## src/anps_pkg.sv

```systemverilog
/*
 * Constants for the partner status register pair of the autonegotiation
 * function: management addresses, field positions and reset values.
 * Assumes a 5-bit management register address and 16-bit register data.
 */
// Overview of operation
// - Partner ability register at 0x05, resets zero
// - Bit 15 shows partner next page flag
// - Bit 14 partner acknowledge; software ignores it
// - Bit 13 carries partner remote fault
// - Bit 12 partner extended next page support
// - Seven-bit technology field; 11 asym, 10 sym pause
// - Bits 9..7: T4, TX full, TX half
// - Bit 6 ten full, bit 5 ten half
// - Bits 4..0 partner selector field
// - Expansion register at 0x06, resets 0x0064
// - Page location ability bit reads one always
// - Bit 5 page location reads one always
// - Bit 4 parallel fault latches until read
// - Bit 3 shows partner next page ability
// - Bit 2 local next page ability reads one
// - Bit 1 page received latches until read
// - Bit 0 shows partner negotiation ability
// - Expansion bits 15..7 read zero
package anps_pkg;
   localparam int          ANPS_ADDR_W       = 5;              // Management address width
   localparam int          ANPS_DATA_W       = 16;             // Register width
   localparam logic [4:0]  ANPS_ADDR_ABILITY = 5'h05;          // Partner base page ability
   localparam logic [4:0]  ANPS_ADDR_EXPAND  = 5'h06;          // Expansion status
   localparam logic [15:0] ANPS_ABILITY_RST  = 16'h0000;       // Ability reset value
   localparam logic [15:0] ANPS_EXPAND_RST   = 16'h0064;       // Expansion reset value
   localparam logic [15:0] ANPS_ZERO_WORD    = 16'h0000;       // Unmapped read value
   // Expansion field positions
   localparam int          ANPS_EXP_LOC_ABLE = 6;              // rx_page_location_capable
   localparam int          ANPS_EXP_LOC      = 5;              // rx_page_location
   localparam int          ANPS_EXP_PD_FAULT = 4;              // parallel_detect_fault_latched
   localparam int          ANPS_EXP_LP_PAGES = 3;              // partner_pages_capable
   localparam int          ANPS_EXP_LOC_PGS  = 2;              // local_pages_capable
   localparam int          ANPS_EXP_PAGE_RX  = 1;              // page_received_latched
   localparam int          ANPS_EXP_LP_NEG   = 0;              // partner_negotiation_capable
   // Ability field positions
   localparam int          ANPS_AB_MORE      = 15;             // partner_more_pages_flag
   localparam int          ANPS_AB_ACK       = 14;             // partner_acknowledge
   localparam int          ANPS_AB_RFAULT    = 13;             // partner_remote_fault
   localparam int          ANPS_AB_EXT_PAGES = 12;             // partner_extended_pages_capable
   localparam int          ANPS_AB_ASYM      = 11;             // partner_asym_pause
   localparam int          ANPS_AB_SYM       = 10;             // partner_sym_pause
   localparam int          ANPS_AB_T4        = 9;              // partner_t4_capable
   localparam int          ANPS_AB_TX_FULL   = 8;              // partner_fast_full_duplex
   localparam int          ANPS_AB_TX_HALF   = 7;              // partner_fast_half_duplex
   localparam int          ANPS_AB_TEN_FULL  = 6;              // partner_ten_full_duplex
   localparam int          ANPS_AB_TEN_HALF  = 5;              // partner_ten_half_duplex
   localparam int          ANPS_AB_SEL_HI    = 4;              // Selector field top bit
   localparam int          ANPS_AB_SEL_LO    = 0;              // Selector field bottom bit
   localparam logic        ANPS_FLAG_RST     = 1'b0;           // Latched flag reset value
endpackage : anps_pkg

```

## src/anps_latch_high.sv

```systemverilog
/*
 * One latch-high status flag: set by a hardware event, cleared by a
 * management read of its register. Assumes both inputs are one-cycle
 * pulses synchronous to clock.
 */
`timescale 1ns/1ns
module anps_latch_high
   import anps_pkg::*;
(
   input  wire logic clock,     // System clock
   input  wire logic rst_n,     // Asynchronous reset, active low
   input  wire logic set_evt,   // Hardware event
   input  wire logic rd_clear,  // Read of the owning register
   output logic      flag_q     // Latched flag
);
   logic flag_d;                // Next flag value

   // Set wins over clear so an event in the read cycle is kept
   assign flag_d = set_evt | (flag_q & ~rd_clear);

   // Flag register
   always_ff @(posedge clock or negedge rst_n) begin
      if (!rst_n) begin
         flag_q <= ANPS_FLAG_RST;
      end else begin
         flag_q <= flag_d;
      end
   end
endmodule : anps_latch_high

```

## src/anps_partner_status.sv

```systemverilog
/*
 * Partner base page ability register and autonegotiation expansion
 * status register, read over the management port.
 * Assumes the arbitration logic delivers accepted pages and detection
 * events as one-cycle pulses, and ability levels, all synchronous to
 * clock. Both registers are read-only; there is no write path.
 * A read answers one cycle after its strobe and the word then holds until
 * the next read, so software may pick it up late. Reading the expansion
 * register clears its two latched flags; an event in the same cycle as
 * that read survives it, at the price that the read itself still shows
 * the older value. Other addresses read zero and clear nothing.
 * The acknowledge bit is stored as received although software ignores it.
 */
`timescale 1ns/1ns
module anps_partner_status
   import anps_pkg::*;
(
   input  wire logic        clock,                        // System clock, 10 MHz
   input  wire logic        rst_n,                        // Asynchronous reset, active low
   // Management read port
   input  wire logic        mgmt_rd_en,                   // Read strobe, one cycle
   input  wire logic [4:0]  mgmt_addr,                    // Register address
   output logic [15:0]      mgmt_rd_data_q,               // Read data, registered
   output logic             mgmt_rd_valid_q,              // Read data valid pulse
   // Arbitration side
   input  wire logic        base_page_valid,              // Complete base page accepted
   input  wire logic [15:0] base_page_word,               // Received base link code word
   input  wire logic        next_page_valid,              // Complete next page accepted
   input  wire logic        parallel_detect_fault,        // Parallel detection fault pulse
   input  wire logic        partner_pages_capable,        // Partner can exchange next pages
   input  wire logic        partner_negotiation_capable   // Partner can autonegotiate
);

   // Address decode. Two addresses are mapped; any other one reads zero
   // and has no side effect, so a stray poll of an empty slot can never
   // clear a latched flag. Only the expansion address clears anything.
   wire logic rd_ability;   // Read of partner ability
   wire logic rd_expand;    // Read of expansion status
   wire logic rd_unmapped;  // Any other address

   assign rd_ability  = mgmt_rd_en && (mgmt_addr == ANPS_ADDR_ABILITY);
   assign rd_expand   = mgmt_rd_en && (mgmt_addr == ANPS_ADDR_EXPAND);
   assign rd_unmapped = mgmt_rd_en && !rd_ability && !rd_expand;

   // Partner ability word
   logic [15:0] ability_q;  // Held base page word
   logic [15:0] ability_d;  // Next value

   // Load the whole word at once so a read never sees a mix of pages
   assign ability_d = base_page_valid ? base_page_word : ability_q;

   // Ability register, cleared at reset
   always_ff @(posedge clock or negedge rst_n) begin
      if (!rst_n) begin
         ability_q <= ANPS_ABILITY_RST;
      end else begin
         ability_q <= ability_d;
      end
   end

   // Named views of the ability fields, handy in waves
   wire logic       partner_more_pages_flag;        // Partner has more pages
   wire logic       partner_acknowledge;            // Handshake only, not for software
   wire logic       partner_remote_fault;           // Partner fault report
   wire logic       partner_extended_pages_capable; // Extended next page support
   wire logic [6:0] partner_tech_field;             // Technology ability field
   wire logic [4:0] partner_selector_field;         // Message space selector

   // Acknowledge is kept as received; software is told to ignore it
   assign partner_more_pages_flag        = ability_q[ANPS_AB_MORE];
   assign partner_acknowledge            = ability_q[ANPS_AB_ACK];
   assign partner_remote_fault           = ability_q[ANPS_AB_RFAULT];
   assign partner_extended_pages_capable = ability_q[ANPS_AB_EXT_PAGES];
   assign partner_selector_field         = ability_q[ANPS_AB_SEL_HI:ANPS_AB_SEL_LO];

   // Technology ability bits, highest first
   wire logic partner_asym_pause;        // Asymmetric pause, full duplex
   wire logic partner_sym_pause;         // Symmetric pause, full duplex
   wire logic partner_t4_capable;        // 100BASE-T4
   wire logic partner_fast_full_duplex;  // 100BASE-TX full duplex
   wire logic partner_fast_half_duplex;  // 100BASE-TX half duplex
   wire logic partner_ten_full_duplex;   // 10BASE-T full duplex
   wire logic partner_ten_half_duplex;   // 10BASE-T half duplex

   assign partner_asym_pause       = ability_q[ANPS_AB_ASYM];
   assign partner_sym_pause        = ability_q[ANPS_AB_SYM];
   assign partner_t4_capable       = ability_q[ANPS_AB_T4];
   assign partner_fast_full_duplex = ability_q[ANPS_AB_TX_FULL];
   assign partner_fast_half_duplex = ability_q[ANPS_AB_TX_HALF];
   assign partner_ten_full_duplex  = ability_q[ANPS_AB_TEN_FULL];
   assign partner_ten_half_duplex  = ability_q[ANPS_AB_TEN_HALF];

   // Seven bits in the order the partner sent them, no reinterpretation
   assign partner_tech_field = {partner_asym_pause, partner_sym_pause,
                                partner_t4_capable, partner_fast_full_duplex,
                                partner_fast_half_duplex, partner_ten_full_duplex,
                                partner_ten_half_duplex};

   // Rebuilt word for reads, one field at a time
   wire logic [15:0] ability_view;
   assign ability_view = {partner_more_pages_flag, partner_acknowledge,
                          partner_remote_fault, partner_extended_pages_capable,
                          partner_tech_field, partner_selector_field};

   // Latched event flags in the expansion register
   wire logic page_event;                   // Any page accepted
   logic      parallel_detect_fault_latched;// Fault seen since last read
   logic      page_received_latched;        // Page seen since last read

   // Base pages and next pages both count as a new page
   assign page_event = base_page_valid | next_page_valid;

   // Fault flag, cleared by reading the expansion register
   anps_latch_high u_fault_flag (
      .clock    (clock),
      .rst_n    (rst_n),
      .set_evt  (parallel_detect_fault),
      .rd_clear (rd_expand),
      .flag_q   (parallel_detect_fault_latched)
   );

   // Page flag, cleared by reading the expansion register
   anps_latch_high u_page_flag (
      .clock    (clock),
      .rst_n    (rst_n),
      .set_evt  (page_event),
      .rd_clear (rd_expand),
      .flag_q   (page_received_latched)
   );

   // Fixed capability bits; next pages have a register of their own,
   // so the location bits never move
   wire logic rx_page_location_capable; // Location bit is meaningful
   wire logic rx_page_location;         // Next pages go to their own register
   wire logic local_pages_capable;      // This end does next pages
   wire logic [8:0] expand_reserved;    // Reserved, read zero

   assign rx_page_location_capable = 1'b1;
   assign rx_page_location         = 1'b1;
   assign local_pages_capable      = 1'b1;
   assign expand_reserved          = 9'h000;

   // Expansion word; with idle levels it equals the reset value.
   // Partner levels are shown live, not latched: they follow the
   // arbitration logic and a read never changes them.
   wire logic [15:0] expand_view;
   assign expand_view = {expand_reserved,
                         rx_page_location_capable,
                         rx_page_location,
                         parallel_detect_fault_latched,
                         partner_pages_capable,
                         local_pages_capable,
                         page_received_latched,
                         partner_negotiation_capable};

   // Read data selection; unmapped addresses answer zero rather than
   // an undefined word, which keeps polling software simple
   wire logic [15:0] rd_mux;
   assign rd_mux = rd_ability ? ability_view :
                   rd_expand  ? expand_view  : ANPS_ZERO_WORD;

   // Read data register: data is held until the next read, so the flags
   // that the read cleared are still visible in the word it returned
   always_ff @(posedge clock or negedge rst_n) begin
      if (!rst_n) begin
         mgmt_rd_data_q <= ANPS_ZERO_WORD;
      end else if (mgmt_rd_en) begin
         mgmt_rd_data_q <= rd_mux;
      end
   end

   // Valid pulse one cycle after each read strobe; back-to-back strobes
   // give a valid level of the same length
   always_ff @(posedge clock or negedge rst_n) begin
      if (!rst_n) begin
         mgmt_rd_valid_q <= 1'b0;
      end else begin
         mgmt_rd_valid_q <= mgmt_rd_en;
      end
   end

   // Checks
   // These watch only what the block drives; the arbitration inputs are
   // taken as given. All run on the one clock and are off during reset.
   // Helper: has any base page been loaded since reset; it tells the
   // reset-value check when the register may legally be nonzero
   logic loaded_q;
   always_ff @(posedge clock or negedge rst_n) begin
      if (!rst_n) begin
         loaded_q <= 1'b0;
      end else if (base_page_valid) begin
         loaded_q <= 1'b1;
      end
   end
endmodule : anps_partner_status

```

## config.mk

```make
export PLATFORM = sky130hd
export DESIGN_NAME = anps_partner_status
export DESIGN_NICKNAME = d
export VERILOG_FILES = /design/src/anps_pkg.sv /design/src/anps_latch_high.sv /design/src/anps_partner_status.sv
export SDC_FILE = /design/constraint.sdc
export NUM_CORES = 1
export LEC_CHECK = 0
export ABC_CLOCK_PERIOD_IN_PS = 2100
export CAP_MARGIN = 20
export CELL_PAD_IN_SITES_DETAIL_PLACEMENT = 0
export CELL_PAD_IN_SITES_GLOBAL_PLACEMENT = 1
export CORE_MARGIN = 2
export CORE_UTILIZATION = 51
export CTS_CLUSTER_SIZE = 24
export DETAILED_ROUTE_END_ITERATION = 12
export DONT_BUFFER_PORTS = 1
export PLACE_DENSITY = 0.79
export SLEW_MARGIN = 20
export SYNTH_ARGS = -nofsm -noshare
export SYNTH_HDL_FRONTEND = slang
export SYNTH_SLANG_ARGS = --single-unit
```

## constraint.sdc

```tcl
create_clock -name clock -period 2.1 [get_ports clock]
set_clock_uncertainty 0.15 [all_clocks]
set_input_delay 0.21 -clock clock [delete_from_list [all_inputs] [get_ports clock]]
set_output_delay 0.21 -clock clock [all_outputs]
set_load 0.005 [all_outputs]
```

### Word-level counts from Yosys, hierarchy flattened

Cells that the tools add are included.
W data, S select, Z words.

| word-level totals | value |
|---|---|
| ROM bits | 0 |
| RAM bits | 0 |
| memories | 0 |
| flip-flop bits (word level) | 35 |
| bits of input ports | 29 |
| output and inout bits | 17 |
| latch bits | 0 |

| operators by class | value |
|---|---|
| reduce and logical (&&, ||, !) cells | 2 |
| $lt $le $gt $ge | 0 |
| divide/modulo/power cells | 0 |
| multiply operators | 0 |
| bitwise gates (word level) | 6 |
| shifts and indexed selects | 0 |
| equal/unequal tests | 2 |
| multiplexer cells | 2 |
| $add $sub $neg | 0 |

Operators with widths:

| cell | count |
|---|---|
| $mux W16 | 1 |
| $eq A5 B3 Y1 const B | 2 |
| $mux W7 | 1 |
| $or A1 B1 Y1 | 3 |
| $and A1 B1 Y1 | 2 |
| $logic_and A1 B1 Y1 | 2 |
| $not A1 Y1 | 1 |

### Logic depth before layout (Yosys ltp)

Gate-level depths: netlist (run 1).

| logic depth | value |
|---|---|
| word-level depth | 5 |
| depth in mapped cells | 4 |
| mapped depth without buffers | 3 |

### Hierarchy

A second synthesis (run 1) with hierarchy kept.

| unflattened totals | value |
|---|---|
| cell total of the unflattened synthesis | 84 |
| area, all modules | 1370.1 um^2 |

By module, submodules not included:

| module | area an instance (um^2) | cells an instance | instances |
|---|---|---|---|
| anps_partner_status | 1297.5 | 78 | 1 |
| anps_latch_high | 36.3 | 3 | 2 |

### Least setup slack after synthesis (run 1)

No wires, ideal clock.

| timing path | value |
|---|---|
| kind | input to register |
| from | in mgmt_addr[3] |
| to | reg u_page_flag.flag_q |
| buffers on the path | 0 |
| cell stages on the path | 3 |
| library setup time | 0.124 ns |
| data arrival time | 1.169 ns |
| setup slack | 0.657 ns |
| cell sequence | nand4bb_2 or3b_1 a211o_1 |

| on the way | value |
|---|---|
| longest elaborated chain between the ends | 5 |

Ends and longest elaborated chain:

| item | RTL line | text |
|---|---|---|
| start: declaration | anps_partner_status.sv:22 | `input wire logic [4:0] mgmt_addr,` |
| $eq A5 B3 Y1 | anps_partner_status.sv:42 | `assign rd_expand = mgmt_rd_en && (mgmt_addr == ANPS_ADDR_EXPAND);` |
| $logic_and A1 B1 Y1 | anps_partner_status.sv:42 |  |
| $not A1 Y1 | anps_latch_high.sv:19 | `assign flag_d = set_evt \| (flag_q & ~rd_clear);` |
| $and A1 B1 Y1 | anps_latch_high.sv:19 |  |
| $or A1 B1 Y1 | anps_latch_high.sv:19 |  |
| via u_page_flag.flag_d | anps_latch_high.sv:16 | `logic flag_d;` |
| end signal: assignment | anps_latch_high.sv:26 | `flag_q <= flag_d;` |
| end: declaration | anps_latch_high.sv:14 | `output logic flag_q` |

The timed path passes the listed nets, and every way through them passes these cells.
A chain may end at the register's enable or synchronous reset.

### Worst setup path after layout (run 1)

| timing path | value |
|---|---|
| from | in mgmt_addr[4] |
| to | reg u_page_flag.flag_q |

Same word-level chain as after synthesis.

==> results of run 1 <==
## where the power goes
part | switching [uW] | internal [uW] | leakage (uW)
clock network | 218 | 197 | 0.0000386
logic | 48.9 | 114 | 0.000349
registers | 23.1 | 712 | 0.000438
## flip-flops by register name, summed over array words and instances (netlist names)
name	flops
ability_q	16
u_page_flag.flag_q	1
mgmt_rd_data_q	16
u_fault_flag.flag_q	1
mgmt_rd_valid_q	1
## through the flow
stage	cells	power [uW]	instance area, sq um
floorplan	87	797	1350
global placement	113	800	1370
detailed placement	113	805	1370
CTS	165	1310	1880
global route	165	1370	1880
finish	165	1310	1880
## layout by cell type, fill, tap and decap left out, drive strengths merged
master,count
dfrtp,35
mux2,16
dlygate4sd3,43
a21o,1
and2b,5
a211o,1
or3b,1
nor3b,1
clkbuf,8
a22o,9
a21oi,3
inv,1
nor2b,2
nand4bb,1
buf,1
o2bb2ai,3
a221o,4
## cell type report
type | instances | area share [%]
clock buffers | 8 | 3.65
inverters | 1 | 0.199
multi-input cells | 47 | 23.8
flip-flops and latches | 35 | 46.5
well taps | 30 | 1.99
repair buffers | 44 | 23.9
## worst min-delay path by stage
stage                                          endpoint    startpoint  slack (ps)  cells past startpoint
final                     mgmt_rd_data_q[2]$_DFFE_PN0P_  mgmt_addr[3]          10                      2
after global routing      mgmt_rd_data_q[2]$_DFFE_PN0P_  mgmt_addr[3]           5                      2
after CTS                 mgmt_rd_data_q[2]$_DFFE_PN0P_  mgmt_addr[3]           7                      2
after detailed placement       ability_q[5]$_DFFE_PN0P_         rst_n        -230                      0
after global placement         ability_q[5]$_DFFE_PN0P_         rst_n        -230                      0
after floorplan                ability_q[0]$_DFFE_PN0P_         rst_n        -240                      0
## per-layer routing
metal | track usage, % | vias up
met1 | 26.7 | 470
met2 | 36.7 | 47
met3 | 6.32 | 12
li1 | - | 421
met5 | 0 | -
met4 | 10.8 | 0
## worst max-delay path, stage by stage
cell and delay (ps):
dlygate4sd3_1 560, nand4bb_2 270, or3b_1 440, a211o_1 310
## logic make-up (layout without fill, tap and decap cells)
group	count (synthesis)	after routing
compound gates	21	21
buf+inv	5	53
mux	16	16
flops	35	35
simple gates	10	10
==> results.py, run 1 <==
metrics = {
    "cts": {
        "post-cts-setup-buffers": 0,
        "clkTransAtPathRegs_ps": 100,
        "cts_made_buffers": 5,
        "clkSinkCount": 35,
        "tritoncts": "built",
        "clockBufferDepth": 2,
        "ctsHoldBuffers": 44,
        "clkLatencyLatePin_ps": 330,
        "cts_max_level": 2,
        "root_buffer": "clkbuf_4",
        "cts_resized": 0,
    },
    "finish": {
        "drive_gt1_share_pct": 23.0,
        "n_fill_cell": 160,
        "synthToLayoutAreaGrowth_pct": 40.1,
        "ff_latch_area_sq_um": 876,
        "diodes": 0,
        "layout.nets": 163,
        "multi_input_area_sq_um": 448,
        "final_util_pct": 76.1,
    },
    "synth": {
        "yosys.area_share.simple_pct": 6.70,
        "synth-xor-area-share_pct": 0,
        "yosysMostFrequentCell": "dfrtp_1",
        "yosysUniqueCellTypes": 17,
        "netlist_top_cells_area": "dfrtp_1 65%, mux2_2 13%, a22o_1 5.9%",
        "yosys_warnings": 0,
        "synth_top_family_by_area": "multiplexers",
        "synth_area_leader_cell": "dfrtp_1",
        "yosysSeqAreaShare_pct": 65.1,
        "ys_ff_latch": 35,
        "synthArstFlopShare_pct": 100,
        "synth_nets": 116,
        "synth_compound_area_share_pct": 13.2,
        "synth_top_area_share_pct": 65.1,
        "synthesis.area_sq_um": 1350,
        "synth_fa_ha_area_share_pct": 0,
        "syn_inst": 87,
        "synth_edf_count": 0,
        "synthMuxAreaShare_pct": 13.4,
        "ys.flop_type": "dfrtp_1",
        "synth_commonest_cells": "35 x dfrtp_1, 16 x mux2_2, 9 x a22o_1",
        "avgSynthCellArea_sq_um": 15.5,
    },
    "timing": {
        "tightest_slew_ps": 530,
        "rsz0062_at_grt": "false",
        "hold_viol_final": 0,
        "hold_ws_ps": 11.9,
        "totalNegativeSetupSlack_ps": 0,
        "final_max_slew_viol_count": 0,
        "finalCritPeriodShare_pct": 82.2,
        "maxSlewHeadroom_pct": 64.6,
        "period_minus_slack_ps": 1730,
        "setup_viol": 0,
        "fin_ws_ps": 374,
        "fmax_mhz": 579,
    },
    "routing": {
        "dr_total_vias": 950,
        "routed_via_density": 5.76,
        "routed_wl_mm": 3.04,
        "drc": 0,
        "met1Wirelength_mm": 1.21,
        "route.met3.wl_um": 195,
        "wl_per_cell_um": 18.4,
        "first_pass_iters": 4,
        "route.met2.wl_mm": 1.53,
        "top_layer": "met4",
        "drt-initial-drc-count": 33,
        "ant_nets": 0,
    },
    "power": {
        "power.density_nw_per_um2": 697,
        "ir_drop_uv": 642,
        "power.leakage_uw": 0.000826,
    },
    "critical_path": {
        "arrival_ps": 1790,
        "cp_data_required_time_ps": 2170,
        "critPathKind": "input pin to flop",
        "startpoint": "mgmt_addr[4]",
        "crit_fanout": 5,
        "reg2reg_slack_ps": 600,
        "start_kind": "input pin",
        "worst_setup_path_endpoint": "u_page_flag.flag_q$_DFF_PN0_",
        "end_kind": "flop",
        "r2r_cells": 2,
        "reg2reg_from": "ability_q[11]$_DFFE_PN0P_",
        "reg2reg_to": "ability_q[11]$_DFFE_PN0P_",
    },
    "floorplanning": {
        "start_util_pct": 54.3,
        "fp.dieW_um": 55.4,
        "num_rows": 18,
        "core_sq_um": 2480,
        "pin_count": 46,
        "chipHeight_um": 55.4,
        "dieArea_sq_um": 3060,
    },
    "global_routing": {
        "gr-total-overflow": 0,
        "grt_pass1_wl_mm": 5.20,
        "grt_max_degree": 36,
        "grt_antenna_before_repair": 0,
        "grt_pass1_vias": 1052,
        "track_usage_pct": 22.2,
    },
    "place": {
        "hpwl_mm": 1.69,
        "gp_congestion": 0.695,
        "portBuffers": 0,
        "place_ws_ps": 585,
    },
    "status": {
        "status": "completed",
    },
    "worst_hold_path": {
        "worstHoldPathType": "input pin to flop",
    },
    "job": {
        "drv_cap": 0,
    },
}
(Power assumes the default switching activity.)
==> inputs of run 2 (changes only) <==
- ABC_CLOCK_PERIOD_IN_PS: 2100 -> 1700
- CORE_UTILIZATION: 51 -> 48
- PLACE_DENSITY: 0.79 -> 0.75
- clock period: 2.1 -> 1.7 ns (I/O delays scaled with it)
==> results.py, run 2 (synthesis results as in run 1) <==
metrics = {
    "status": {
        "status": "finished, violations left",
        "violations": "negative hold slack",
    },
    "power": {
        "power.leakage_uw": 0.000831,
        "p_sw_uw": 354,
        "pwr-share-clk_pct": 27.7,
        "ir_drop_uv": 774,
        "p_seq_share_pct": 59.3,
        "swShare_pct": 23.1,
        "p_int_uw": 1170,
        "power.density_nw_per_um2": 808,
        "pwr-share-comb_pct": 13.1,
    },
    "timing": {
        "hold_ws_ps": -12.1,
        "period_minus_slack_ps": 1600,
        "fmax_mhz": 625,
        "maxSlewHeadroom_pct": 62.6,
        "tightest_slew_ps": 559,
        "totalNegativeSetupSlack_ps": 0,
        "final_max_slew_viol_count": 0,
        "rsz0062_at_grt": "false",
        "hold_viol_final": 2,
        "setup_viol": 0,
        "finalCritPeriodShare_pct": 94.2,
    },
    "cts": {
        "cts_max_level": 2,
        "clkSinkCount": 35,
        "cts_made_buffers": 5,
        "clkTransAtPathRegs_ps": 110,
        "tritoncts": "built",
        "root_buffer": "clkbuf_4",
        "post-cts-setup-buffers": 0,
        "clkLatencyLatePin_ps": 330,
        "clockBufferDepth": 2,
    },
    "critical_path": {
        "startpoint": "mgmt_addr[3]",
        "cp_slowest_stage_delay_ps": 550,
        "cp_data_required_time_ps": 1780,
        "arrival_ps": 1680,
        "end_kind": "flop",
        "cp_cell_sequence": "nand4bb_2 -> or3b_1 -> a211o_1 -> dlygate4sd3_1",
        "crit_buf_inv": 1,
        "critPathTopFamily": "simple AND/OR/NAND/NOR gates",
        "cpMaxStageDelayCell": "dlygate4sd3_1",
        "critPathKind": "input pin to flop",
        "crit_fanout": 4,
        "reg2reg_from": "ability_q[4]$_DFFE_PN0P_",
        "start_kind": "input pin",
    },
    "floorplanning": {
        "pin_count": 46,
        "chipHeight_um": 56.9,
        "core_sq_um": 2710,
        "fp.dieW_um": 56.9,
        "dieArea_sq_um": 3240,
        "num_rows": 19,
        "start_util_pct": 49.6,
    },
    "global_routing": {
        "track_usage_pct": 20.5,
        "use_met1_pct": 23.4,
        "grt_max_degree": 36,
        "use_met3_pct": 5.90,
        "gr-total-overflow": 0,
        "grt_busiest_layer": "met2",
        "grt_pass1_wl_mm": 4.98,
        "grt_pass1_vias": 1088,
        "grt_antenna_before_repair": 0,
        "grtUsageMet2_pct": 36.6,
    },
    "finish": {
        "final_util_pct": 69.8,
        "drive_gt1_share_pct": 23.4,
        "final_common_cell": "dlygate4sd3_1",
        "layout.nets": 165,
        "synthToLayoutAreaGrowth_pct": 40.7,
        "mostFrequentLayoutCells": "44 x dlygate4sd3_1, 35 x dfrtp_1, 16 x mux2_2, 9 x a22o_1, 5 x clkbuf_4",
        "diodes": 0,
        "fin_area_sq_um": 1890,
        "largestRegisters": "ability_q (16), mgmt_rd_data_q (16)",
    },
    "worst_hold_path": {
        "worstHoldPathType": "input pin to flop",
        "hold_start": "mgmt_rd_en",
    },
    "place": {
        "dpl-instance-area_sq_um": 1370,
        "portBuffers": 0,
        "gp_congestion": 0.692,
        "hpwl_mm": 1.60,
    },
    "routing": {
        "routed_via_density": 5.46,
        "routed_wl_mm": 2.89,
        "ant_nets": 0,
        "first_pass_iters": 4,
        "wl_per_cell_um": 17.2,
        "dr_total_vias": 917,
        "drt-initial-drc-count": 17,
        "drc": 0,
    },
    "job": {
        "drv_cap": 0,
    },
}
run 2: cell types whose count changed in the layout (fill, tap and decap cells not counted):
| cell | previous run | this run |
|---|---|---|
| dlymetal6s4s_1 | 0 | 1 |
| dlygate4sd3_1 | 43 | 44 |
| clkinv_2 | 0 | 3 |
| clkbuf_8 | 2 | 0 |
| clkbuf_1 | 1 | 0 |
run 2: layout make-up:
type	instances	area, sq um
Clock buffer	5	37.5
Fill cell	210	818
Timing Repair Buffer	46	473
Tap cell	31	38.8
Multi-Input combinational cell	47	448
Sequential cell	35	876
Inverter	1	3.75
Clock inverter	3	15.0
run 2: power by group through the flow:
stage	sequential (uW)	combinational [uW]	clock [uW]
3_3_place_gp	921	68.0	0
6_report	905	200	423
2_1_floorplan	915	69.8	0
4_1_cts	906	199	431
5_1_grt	912	218	469
3_5_place_dp	923	71.1	0
run 2: what timing repair did:
item | CTS | global route
setup endpoints to repair | 0 | 3
hold buffers | 48 | 0
hold endpoints to repair | 61 | 0
resized for setup | 0 | 1
run 2: per-layer routing:
| metal | routed length, um | vias to the layer above |
|---|---|---|
| met5 | 0 | - |
| met3 | 161 | 4 |
| li1 | - | 420 |
| met4 | 31 | 0 |
| met2 | 1590 | 26 |
| met1 | 1100 | 467 |
run 2: path summary, 6_finish.rpt:
kind,slack (ps),depth (start not counted),end
hold / removal,-10,2,mgmt_rd_data_q[0]$_DFFE_PN0P_
max in group asynchronous,1080,2,ability_q[14]$_DFFE_PN0P_
hold reg to reg,350,1,mgmt_rd_data_q[10]$_DFFE_PN0P_
min in group asynchronous,140,2,mgmt_rd_data_q[0]$_DFFE_PN0P_
setup / recovery,100,4,u_page_flag.flag_q$_DFF_PN0_
setup reg to reg,210,2,ability_q[4]$_DFFE_PN0P_
run 2: worst register-to-register path, cell delays in order (launching register included):
cell and delay [ps]:
dfrtp_1 390, mux2_2 270, dlygate4sd3_1 570
run 2: metrics by stage:
| step | total power [uW] | hold slack (ps) | std cells | worst slack [ps] |
|---|---|---|---|---|
| after floorplan | 985 | -276 | 87 | 297 |
| after global placement | 989 | -275 | 114 | 252 |
| after detailed placement | 994 | -274 | 114 | 221 |
| after CTS | 1540 | 36.7 | 170 | 49.2 |
| after global routing | 1600 | 17.7 | 168 | 56.1 |
| final | 1530 | -12.1 | 168 | 98.9 |
